`config.mk`:
```
export PLATFORM = sky130hd
export DESIGN_NAME = nibble_swap_xor_dir_exec
export DESIGN_NICKNAME = d
export VERILOG_FILES = /design/src/rtl/nibble_swap_xor_dir_exec.v /design/src/rtl/nibble_xor_alu.v
export VERILOG_INCLUDE_DIRS = /design/src /design/src/include
export SDC_FILE = /design/constraint.sdc
export NUM_CORES = 1
export LEC_CHECK = 0
export ABC_CLOCK_PERIOD_IN_PS = 2800
export BUFFER_PORTS_ARGS = -buffer_cell sky130_fd_sc_hd__buf_2
export CAP_MARGIN = 20
export CORE_UTILIZATION = 45
export CTS_BUF_LIST = sky130_fd_sc_hd__clkbuf_8
export DETAILED_ROUTE_END_ITERATION = 8
export HOLD_SLACK_MARGIN = 0.08
export PLACE_DENSITY = 0.74
export SETUP_SLACK_MARGIN = 0.15
export SLEW_MARGIN = 20
export SYNTH_ARGS = -nofsm -noshare
export SYNTH_HDL_FRONTEND = slang
export SYNTH_SLANG_ARGS = --single-unit
```
`constraint.sdc`:
```
create_clock -name clk -period 2.8 [get_ports clk]
set_clock_uncertainty 0.05 [all_clocks]
set_input_delay 0.14 -clock clk [delete_from_list [all_inputs] [get_ports clk]]
set_output_delay 0.14 -clock clk [all_outputs]
set_load 0.05 [all_outputs]
```
`src/include/exec_defs.vh`:
```
`ifndef EXEC_DEFS_VH
`define EXEC_DEFS_VH

// instruction word layout (14-bit)
`define INSN_W          14
`define OPC_HI          13
`define OPC_LO          8
`define DEST_BIT        7
`define FADDR_HI        6
`define FADDR_LO        0
`define LIT_HI          7
`define LIT_LO          0
`define DIR_SEL_HI      2
`define DIR_SEL_LO      0

// opcode patterns, bits 13:8
`define OPC_NIBBLE_EXCHANGE 6'h0e
`define OPC_XOR_FILE        6'h06
`define OPC_XOR_LITERAL     6'h3a
// direction-load full pattern: bits 13:3
`define DIR_LOAD_HI         13
`define DIR_LOAD_LO         3
`define DIR_LOAD_PATTERN    11'h00c
`define DIR_SEL_FIRST       3'h5
`define DIR_SEL_MID         3'h6
`define DIR_SEL_LAST        3'h7

// port direction registers in file space
`define DIR_FILE_A          7'h05
`define DIR_FILE_B          7'h06
`define DIR_FILE_C          7'h07
`define DIR_RESET           8'hff

// phase codes
`define PHASE_DECODE        2'h0
`define PHASE_READ          2'h1
`define PHASE_PROCESS       2'h2
`define PHASE_WRITE         2'h3

`endif

```
`src/rtl/nibble_swap_xor_dir_exec.v`:
```
`timescale 1ns/1ps
`default_nettype none
`include "exec_defs.vh"

module nibble_swap_xor_dir_exec
#(
  parameter WIDTH = 8
)
(
  input  wire              clk,
  input  wire              rstn,
  input  wire              insn_valid,
  input  wire [`INSN_W-1:0] insn,
  input  wire [WIDTH-1:0]  file_rdata,
  output reg  [6:0]        file_addr,
  output reg               file_rd,
  output reg               file_we,
  output reg  [WIDTH-1:0]  file_wdata,
  output reg  [WIDTH-1:0]  acc,
  output reg               zero_flag,
  output reg  [WIDTH-1:0]  dir_a,
  output reg  [WIDTH-1:0]  dir_b,
  output reg  [WIDTH-1:0]  dir_c,
  output reg  [1:0]        phase,
  output reg               busy,
  output reg               illegal
);

  // ----------------------------------------------------------------
  // decode
  // ----------------------------------------------------------------
  reg  [`INSN_W-1:0] cur;
  wire [5:0]         opc = cur[`OPC_HI:`OPC_LO];
  wire [2:0]         dsel = cur[`DIR_SEL_HI:`DIR_SEL_LO];
  wire               is_swap = (opc == `OPC_NIBBLE_EXCHANGE);
  wire               is_xorf = (opc == `OPC_XOR_FILE);
  wire               is_xorl = (opc == `OPC_XOR_LITERAL);
  // legacy form still decodes so older code keeps working
  wire               is_dirl = (cur[`DIR_LOAD_HI:`DIR_LOAD_LO] ==
                                `DIR_LOAD_PATTERN) &&
                               (dsel >= `DIR_SEL_FIRST);
  wire               to_file = cur[`DEST_BIT];
  wire [6:0]         faddr = cur[`FADDR_HI:`FADDR_LO];

  reg  [WIDTH-1:0]   operand;
  reg  [WIDTH-1:0]   result_q;
  reg                zero_q;
  wire [WIDTH-1:0]   alu_result;
  wire               alu_zero;

  // ----------------------------------------------------------------
  // datapath
  // ----------------------------------------------------------------
  nibble_xor_alu #(.WIDTH(WIDTH)) u_alu
  (
    .acc         (acc),
    .operand     (operand),
    .do_exchange (is_swap),
    .result      (alu_result),
    .zero        (alu_zero)
  );

  // direction registers mapped into file space at 5..7; the operand
  // fetch looks at the registered address, which holds the same bits
  // as the instruction word for the whole instruction cycle
  wire dir_hit_a = (file_addr == `DIR_FILE_A);
  wire dir_hit_b = (file_addr == `DIR_FILE_B);
  wire dir_hit_c = (file_addr == `DIR_FILE_C);
  wire dir_hit = dir_hit_a | dir_hit_b | dir_hit_c;
  reg  [WIDTH-1:0] dir_rd;

  // direction register readback replaces external file data
  always @*
  begin
    if (dir_hit_a)
      dir_rd = dir_a;
    else if (dir_hit_b)
      dir_rd = dir_b;
    else
      dir_rd = dir_c;
  end

  // ----------------------------------------------------------------
  // write-back targets
  // ----------------------------------------------------------------
  // file-register results aimed at 5..7 stay inside the block, so the
  // external file never sees a write meant for a direction register;
  // decoded from the held word rather than the address output
  wire dst_dir_a = (faddr == `DIR_FILE_A);
  wire dst_dir_b = (faddr == `DIR_FILE_B);
  wire dst_dir_c = (faddr == `DIR_FILE_C);

  // ----------------------------------------------------------------
  // four-phase sequencer
  // ----------------------------------------------------------------
  // one instruction cycle is four clocks; a new word is taken only
  // in the decode phase, so back-to-back issue costs no extra clocks;
  // there is no ready output: an offer made outside the decode phase
  // is simply not seen, and the fetch side must hold it until then
  always @(posedge clk or negedge rstn)
  begin
    if (!rstn)
    begin
      phase      <= `PHASE_DECODE;
      busy       <= 1'b0;
      cur        <= {`INSN_W{1'b0}};
      operand    <= {WIDTH{1'b0}};
      result_q   <= {WIDTH{1'b0}};
      zero_q     <= 1'b0;
      file_addr  <= 7'h00;
      file_rd    <= 1'b0;
      file_we    <= 1'b0;
      file_wdata <= {WIDTH{1'b0}};
      acc        <= {WIDTH{1'b0}};
      zero_flag  <= 1'b0;
      dir_a      <= `DIR_RESET;
      dir_b      <= `DIR_RESET;
      dir_c      <= `DIR_RESET;
      illegal    <= 1'b0;
    end
    else
    begin
      file_we <= 1'b0;
      file_rd <= 1'b0;
      case (phase)
        `PHASE_DECODE:
        begin
          illegal <= 1'b0;
          if (insn_valid)
          begin
            cur       <= insn;
            file_addr <= insn[`FADDR_HI:`FADDR_LO];
            busy      <= 1'b1;
            phase     <= `PHASE_READ;
          end
          else
            busy <= 1'b0;
        end
        `PHASE_READ:
        begin
          // operand fetch: file, direction register or literal; the
          // file data is good only in this phase, so it is latched now
          // and the read strobe that follows marks a completed read
          if (is_xorl)
            operand <= cur[`LIT_HI:`LIT_LO];
          else if (dir_hit)
            operand <= dir_rd;
          else
          begin
            operand <= file_rdata;
            file_rd <= is_swap | is_xorf;
          end
          illegal <= ~(is_swap | is_xorf | is_xorl | is_dirl);
          phase   <= `PHASE_PROCESS;
        end
        `PHASE_PROCESS:
        begin
          // registered so the write phase works from a settled value
          // while the accumulator feeding the unit may be overwritten
          result_q <= alu_result;
          zero_q   <= alu_zero;
          phase    <= `PHASE_WRITE;
        end
        default:
        begin
          // write-back phase; busy and illegal drop here so that both
          // end with the instruction, not with the next decode
          busy    <= 1'b0;
          illegal <= 1'b0;
          if (is_dirl)
          begin
            // old loading form; direct writes are preferred by code
            if (dsel == `DIR_SEL_FIRST)
              dir_a <= acc;
            else if (dsel == `DIR_SEL_MID)
              dir_b <= acc;
            else
              dir_c <= acc;
          end
          else if (is_xorl)
          begin
            acc       <= result_q;
            zero_flag <= zero_q;
          end
          else if (is_swap | is_xorf)
          begin
            // the exchange leaves every status flag as it was
            if (is_xorf)
              zero_flag <= zero_q;
            if (!to_file)
              acc <= result_q;
            else if (dst_dir_a)
              dir_a <= result_q;
            else if (dst_dir_b)
              dir_b <= result_q;
            else if (dst_dir_c)
              dir_c <= result_q;
            else
            begin
              file_we    <= 1'b1;
              file_wdata <= result_q;
            end
          end
          phase <= `PHASE_DECODE;
        end
      endcase
    end
  end

endmodule

`default_nettype wire

```
`src/rtl/nibble_xor_alu.v`:
```
`timescale 1ns/1ps
`default_nettype none
`include "exec_defs.vh"

module nibble_xor_alu
#(
  parameter WIDTH = 8
)
(
  input  wire [WIDTH-1:0] acc,
  input  wire [WIDTH-1:0] operand,
  input  wire             do_exchange,
  output reg  [WIDTH-1:0] result,
  output wire             zero
);

  localparam HALF = WIDTH / 2;

  // exchange halves, or xor accumulator with the operand
  always @*
  begin
    if (do_exchange)
      result = {operand[HALF-1:0], operand[WIDTH-1:HALF]};
    else
      result = acc ^ operand;
  end

  assign zero = (result == {WIDTH{1'b0}});

endmodule

`default_nettype wire

```
# Word level (Yosys, flattened, before mapping)
# Cells that the tools add are included.
# word_totals
reg_bits,85
in_bits,25
# classes
order_cmp,1
n_eq_ne,23
n_mux,50
n_bitwise,13
reduce_logical,19
# ops
op,count
$mux 8,31
$eq 7x3->1 const B,6
$reduce_and 8->1,2
$mux 1,15
$reduce_bool 2->1,7
$eq 11x4->1 const B,1
$ne 2x2->1 const B,5
$reduce_and 9->1,1
$logic_not 8->1,1
$ne 2x1->1 const B,4
$reduce_and 4->1,2
$xor 8x8->8,1
$not 1->1,7
$eq 3x3->1 const B,2
$eq 6x3->1 const B,1
$eq 6x4->1 const B,1
$eq 6x6->1 const B,1
$pmux 2 s3,1
$reduce_and 6->1,1
$or 1x1->1,5
$pmux 1 s2,2
$ge 3x3->1 const B,1
$reduce_or 3->1,1
$eq 2x1->1 const B,1
6 further kinds,6

# Logic depth before layout (Yosys ltp)
# Gate-level depths: netlist of the first run.
# logic_depth
word_depth,9
mapped_depth,7
ltp_nobuf,5

# Cells and area by module
# Synthesis of the first run repeated with hierarchy kept, for this count alone.
# hier_totals
cells_unflattened,349
area_unflattened_um2,3986.3
# by_module_without_submodules
module,instances,cells_each,area_each_um2
nibble_swap_xor_dir_exec,1,321,3809.9
nibble_xor_alu,1,28,176.4

# Least setup slack after synthesis of the first run
# Ideal clock, no wire load.
# synth_timing
kind,reg2reg
start,reg phase[1]
end,reg file_wdata[0]
setup_time_ns,0.125
t_arrival_ns,2.083
required_time_ns,2.625
setup_slack_ns,0.543
path_stages_with_launch,6
n_path_buf,1
period_less_slack_ns,2.257
cell_sequence,dfrtp_1 ha_1 clkbuf_1 nand2_1 nor4b_4 mux2_2
# synth_between
elab_chain_len,4
# synth_rtl
element,line_no,rtl
from (decl),nibble_swap_xor_dir_exec.v:24,"output reg [1:0] phase,"
from (signal assigned),nibble_swap_xor_dir_exec.v:104,phase <= `PHASE_DECODE;
from (signal assigned),nibble_swap_xor_dir_exec.v:134,phase <= `PHASE_READ;
from (signal assigned),nibble_swap_xor_dir_exec.v:154,phase <= `PHASE_PROCESS;
"$eq 2x2->1, or another cell as far along",nibble_swap_xor_dir_exec.v:125,case (phase)
$reduce_or 3->1 (no line) (*),-,
$not 1->1 (no line) (*),-,
$reduce_and 8->1 (no line) (*),-,
to (signal assigned),nibble_swap_xor_dir_exec.v:113,file_wdata <= {WIDTH{1'b0}};
to (signal assigned),nibble_swap_xor_dir_exec.v:201,file_wdata <= result_q;
to (decl),nibble_swap_xor_dir_exec.v:18,"output reg [WIDTH-1:0] file_wdata,"
# Every way passes the cells marked *; elsewhere a longest branch is shown, timed or not.
# A chain may end at the register's enable or synchronous reset.

# Worst setup path after layout of the first run
# layout_timing
start,reg cur[10]
end,reg file_wdata[0]
# layout_between
elab_chain_len,4
# layout_rtl
element,line_no,rtl
from (decl),nibble_swap_xor_dir_exec.v:32,reg [`INSN_W-1:0] cur;
from (signal assigned),nibble_swap_xor_dir_exec.v:106,cur <= {`INSN_W{1'b0}};
from (signal assigned),nibble_swap_xor_dir_exec.v:131,cur <= insn;
$eq 11x4->1 (no line),-,
$logic_and 1x1->1,nibble_swap_xor_dir_exec.v:39,wire is_dirl = (cur[`DIR_LOAD_HI:`DIR_LOAD_LO] ==
$not 1->1 (no line),-,
$reduce_and 8->1 (no line) (*),-,
# Marked as above.

==> reports/metrics.cfg, run 1 <==
[synthesis]
synth_seq_cells = 78
ys_types = 47
synthCells = 352
synth.area.top_cells = dfrtp_1 (34%), dfstp_2 (16%), mux2_2 (12%)
synth-edff-count = 0
synth_nets = 381
synthFlopType = dfrtp_1
synth_common_cells = dfrtp_1 (54), mux2_2 (42), a21oi_1 (27)
postSynthAreaPerCell_um2 = 11.34
synth_top_area_share_pct = 33.85
synth.most_common_cell = dfrtp_1
async_flop_share_pct = 100.0
yosysWarnings = 0
yosysSeqAreaShare_pct = 49.64
synth_area_um2 = 3993
synth_top_area_cell = dfrtp_1

[routing]
antenna_left = 0
drtPass1Iterations = 4
drc_errors = 0
num_vias = 3225
wl_um = 10290
wl_per_cell_um = 18.57
routed_via_density = 5.821
drtIter0Drc = 243

[worst_setup_path]
path_class = reg2reg
reg2reg_from = cur[10]$_DFFE_PN0P_
crit_path_max_fanout = 12
endpoint_kind = flip-flop
worstPathRequired_ps = 2990
reg2reg_depth = 5
critical_path_arrival_ps = 2490
start_kind = flip-flop
startpoint = cur[10]$_DFFE_PN0P_

[timing]
relSlewSlack_pct = 35.05
fmax_ghz = 0.4348
worstMarginPinSlew_ps = 974.3
rsz0062_at_grt = no
period_share_pct = 82.14
hold_ws_ps = 152.4
setup_violations = 0
hold_viol = 0
min_period_ps = 2300
maxSlewViolCount = 0
tns_ps = 0

[clocking]
cts_num_sinks = 78
clockBufferDepth = 2
root_buffer = clkbuf_8
clock_latency_ps = 360
post_cts_buffers = 0
cts_tree = built
ctsHoldBuffers = 16
cts-buffers-inserted = 9
htreeDepth = 3
cts_resized = 0
clk_pin_slew_ps = 90

[min_path]
min_delay_path_depth = 4
min_from = file_rdata[5]
hold_path.class = in2reg

[grt]
grt_pass1_wl_um = 16530
grt_max_degree = 79
grt_pass1_vias = 3147
grt.overflow.total = 0
grt.total_usage_pct = 24.27
antenna_found_initial = 0

[power_and_ir_drop]
p_leak_nw = 2.178
finalPower_mw = 5.013
switching_share_pct = 45.13
p_sw_mw = 2.262
power.share.clock_pct = 19.5
peakVddDrop_mv = 0.6044
pwr-share-comb_pct = 40.9
p_int_mw = 2.751
powerDensity_nw_per_um2 = 1033
seqPwrFrac_pct = 39.6

[flow_run]
maxCapViolCount = 0

[die]
fp.dieW_um = 96.20
start_util_pct = 47.63
ios = 79
fp.dieH_um = 96.20
coreArea_um2 = 8382
rows = 33
dieArea_um2 = 9253

[final_layout]
syn2layout_area_growth_pct = 21.50
fin_nets = 473
diodes = 0
fill_cells = 726
layoutNonFillerInstCount = 554
fin_area_um2 = 4851
drive_gt1_share_pct = 40.76

[place]
placed_cells = 522
placed_cell_area_um2 = 4462
dp_hpwl_um = 7226
io_buffers = 78
place.gp.congestion = 0.8982

[run_status]
status = complete, no violations

layer usage:
layer	part of all wire [%]	up-vias	track usage, %
met5	0	-	0
met4	2.1	0	10.07
met3	6.0	18	3.160
met2	47	124	37.47
met1	45	1590	34.33
li1	-	1493	-
logic make-up after synthesis:
| logic type | after synthesis | synth area share, % |
|---|---|---|
| XOR/XNOR | 8 | 1.755 |
| AO/OA/AOI/OAI | 101 | 16.99 |
| AND/OR/NAND/NOR | 83 | 13.29 |
| flip-flops | 78 | 49.64 |
| buffers and inverters | 30 | 3.729 |
| adder cells (fa/ha/maj) | 4 | 1.254 |
| multiplexers | 48 | 13.35 |
registers in the layout, indices dropped and copies added, names as in the netlist, 2 cells and up:
name / flops
acc: 8
cur: 8
dir_a: 8
dir_b: 8
dir_c: 8
file_addr: 6
file_wdata: 8
operand: 8
phase: 2
result_q: 8
power groups by stage:
stage          Sequential [mW]  Combinational (mW)  Clock [mW]
6_report                  1.99                2.05       0.978
5_1_grt                   2.04                2.20        1.04
4_1_cts                   1.98                2.05       0.994
3_5_place_dp              1.99                2.02           0
3_3_place_gp              1.98                1.99           0
2_1_floorplan             2.18                1.33           0
cells in the final DEF (no fill, tap or decap), drive strengths merged, types with 10 or more instances in the layout:
cell,instances
dlygate4sd3,16
o21ai,19
o22ai,14
dfstp,24
mux2,42
and2,10
nor2,25
o2bb2ai,13
inv,12
a21oi,27
buf,86
dfrtp,54
nand2,18
critical path, cell delays in order, from the launching register on:
cell and delay, ps:
dfrtp_1 530, nand2b_1 200, or2_2 240, nand2_1 120
nor4b_4 620, mux2_2 410
area by class of cell:
type	instances	area [um^2]	area share, %
tap	105	131.4	2.708
clock buffer	9	123.9	2.554
sequential	78	1982	40.86
clock inverter	7	105.1	2.167
multi-input combinational	244	1862	38.38
inverter	9	33.78	0.6964
timing repair buffer	102	613.1	12.64
path summary, 6_finish.rpt:
check	to	slack, ps
setup reg to reg	file_wdata[0]$_DFFE_PN0P_	500
hold / removal	operand[5]$_DFFE_PN0P_	150
max in group asynchronous	file_wdata[2]$_DFFE_PN0P_	1650
min in group asynchronous	busy$_DFFE_PN0N_	420
hold reg to reg	dir_c[5]$_DFFE_PN1P_	420
setup / recovery	file_wdata[0]$_DFFE_PN0P_	500
stage by stage:
stage	worst slack (ps)	utilization (%)
after floorplan	542.7	-
after global placement	587.8	53.23
after detailed placement	498.1	53.23
after CTS	472.2	57.87
after global routing	344.4	57.87
final	500.0	57.87
Note: power is estimated with default switching activity, not from simulation.
==> inputs of run 2 (changes only) <==
ABC_CLOCK_PERIOD_IN_PS = 2000   (was 2800)
PLACE_DENSITY = 0.77   (was 0.74)
clock period = 2 ns   (was 2.8 ns; I/O delays follow)
==> reports/metrics.cfg, run 2 (same netlist as run 1, synthesis figures left out) <==
[clocking]
cts_num_sinks = 78
clockBufferDepth = 2
htreeDepth = 3
clk_pin_slew_ps = 90
root_buffer = clkbuf_8
clock_latency_ps = 360
cts-buffers-inserted = 9
cts_tree = built

[worst_setup_path]
critPathTopFamily = buffers and inverters
critical_path_arrival_ps = 2430
crit_slowest_cell = dfrtp_2
endpoint_kind = flip-flop
worstPathRequired_ps = 2240
crit_path_max_fanout = 8
reg2reg_depth = 7
r2r-end = dir_a[5]$_DFFE_PN1P_
path_class = reg2reg
path_common_cell = buf_4
crit_chain = nor4_4, buf_4, nand4_1, buf_4, a21oi_1, buf_4, a21oi_1
worst-path-buf-inv = 3
start_kind = flip-flop
slowest_delay_ps = 460
reg2reg_from = file_addr[4]$_DFFE_PN0P_
r2r_slack_ps = -190

[power_and_ir_drop]
peakVddDrop_mv = 0.7255
powerDensity_nw_per_um2 = 1434
p_leak_nw = 2.530

[place]
dp_slack_ps = -63.79
dp_hpwl_um = 7981
io_buffers = 78
placed_cell_area_um2 = 4701
place.gp.congestion = 0.9479

[die]
coreArea_um2 = 8382
rows = 33
start_util_pct = 47.63
dieArea_um2 = 9253
fp.dieW_um = 96.20
ios = 79
fp.dieH_um = 96.20

[timing]
period_share_pct = 109.6
min_period_ps = 2192
hold_viol = 0
rsz0062_at_grt = yes
fin_ws_ps = -191.8
hold_ws_ps = 94.89
relSlewSlack_pct = 53.66
setup_violations = 27
maxSlewViolCount = 0
worstMarginPinSlew_ps = 695.1
fmax_ghz = 0.4563

[min_path]
min_delay_path_depth = 4
whs_endpoint = operand[3]$_DFFE_PN0P_
hold_path.class = in2reg
min_from = file_rdata[3]

[grt]
antenna_found_initial = 0
grt_max_degree = 41
grt.total_usage_pct = 27.18
grt.overflow.total = 0
grt_pass1_vias = 3433
grt_pass1_wl_um = 18450

[run_status]
status = finished with violations
violations = negative setup slack

[final_layout]
fin_area_um2 = 5694
drive_gt1_share_pct = 58.32
final_common_cell = buf_2
final_cell_mix = buf_2 (77), dfrtp_1 (48), buf_4 (41)
syn2layout_area_growth_pct = 42.62
fin_nets = 523
diodes = 0
fill_cells = 572

[routing]
antenna_left = 0
wl_um = 13930
wl_per_cell_um = 23.07
drtIter0Drc = 345
num_vias = 3810
routed_via_density = 6.308
drc_errors = 0
drtPass1Iterations = 6

[flow_run]
maxCapViolCount = 0

## run 2: cell types whose count changed in the layout (fill, tap and decap cells not counted), sizes merged
cell,before,now
buf,86,135
clkbuf,9,11
inv,12,11
## run 2: worst max-delay path by stage
stage,from,end,cells after the start
2_1_floorplan,cur[12]$_DFFE_PN0P_,file_wdata[0]$_DFFE_PN0P_,4
3_3_place_gp,cur[11]$_DFFE_PN0P_,dir_a[4]$_DFFE_PN1P_,6
3_5_place_dp,file_addr[3]$_DFFE_PN0P_,dir_a[4]$_DFFE_PN1P_,6
4_1_cts,cur[6]$_DFFE_PN0P_,dir_a[3]$_DFFE_PN1P_,7
5_1_grt,file_addr[4]$_DFFE_PN0P_,dir_a[5]$_DFFE_PN1P_,7
6_report,file_addr[4]$_DFFE_PN0P_,dir_a[5]$_DFFE_PN1P_,7
## run 2: report_power, final
group          internal [mW]  switching (mW)
logic                   1.61            2.37
clock network          0.735           0.595
registers               2.06           0.787
total                   4.41            3.76
## run 2: per-stage QoR
stage	TNS [ps]	utilization (%)	std cells	power, mW
floorplan	0	-	352	4.971
global route	-5026	67.94	604	8.466
detailed placement	-207.3	56.08	546	5.882
global placement	0	56.08	546	5.781
CTS	0	61.83	586	7.318
finish	-2640	67.94	604	8.164
## run 2: timing repair
item / in CTS / in global routing
cloned: 0 / 3
hold buffers: 16 / 0
setup endpoints to repair: 46 / 53
resized for setup: 13 / 82
setup buffers: 8 / 15
pin swaps: 8 / 25
hold endpoints to repair: 56 / 0
## run 2: cell type report
type                            count  area [um^2]  share of cell area [%]
Clock buffer                       10        137.6                   2.417
Tap cell                          105        131.4                   2.307
Multi-Input combinational cell    244         2217                   38.94
Inverter                            9        33.78                  0.5933
Clock inverter                      6        85.08                   1.494
Timing Repair Buffer              152         1100                   19.31
Sequential cell                    78         1989                   34.94
## run 2: tightest hold or removal path, cell delays in order
cell and delay, ps:
buf_2 90, o2bb2ai_1 110, a211oi_1 50, o22ai_1 110
## run 2: layer usage
layer | part of all wire, % | track usage (%)
met2 | 49 | 43.38
met5 | 0 | 0
met3 | 9.0 | 5.529
met4 | 4.7 | 10.07
met1 | 37 | 36.44
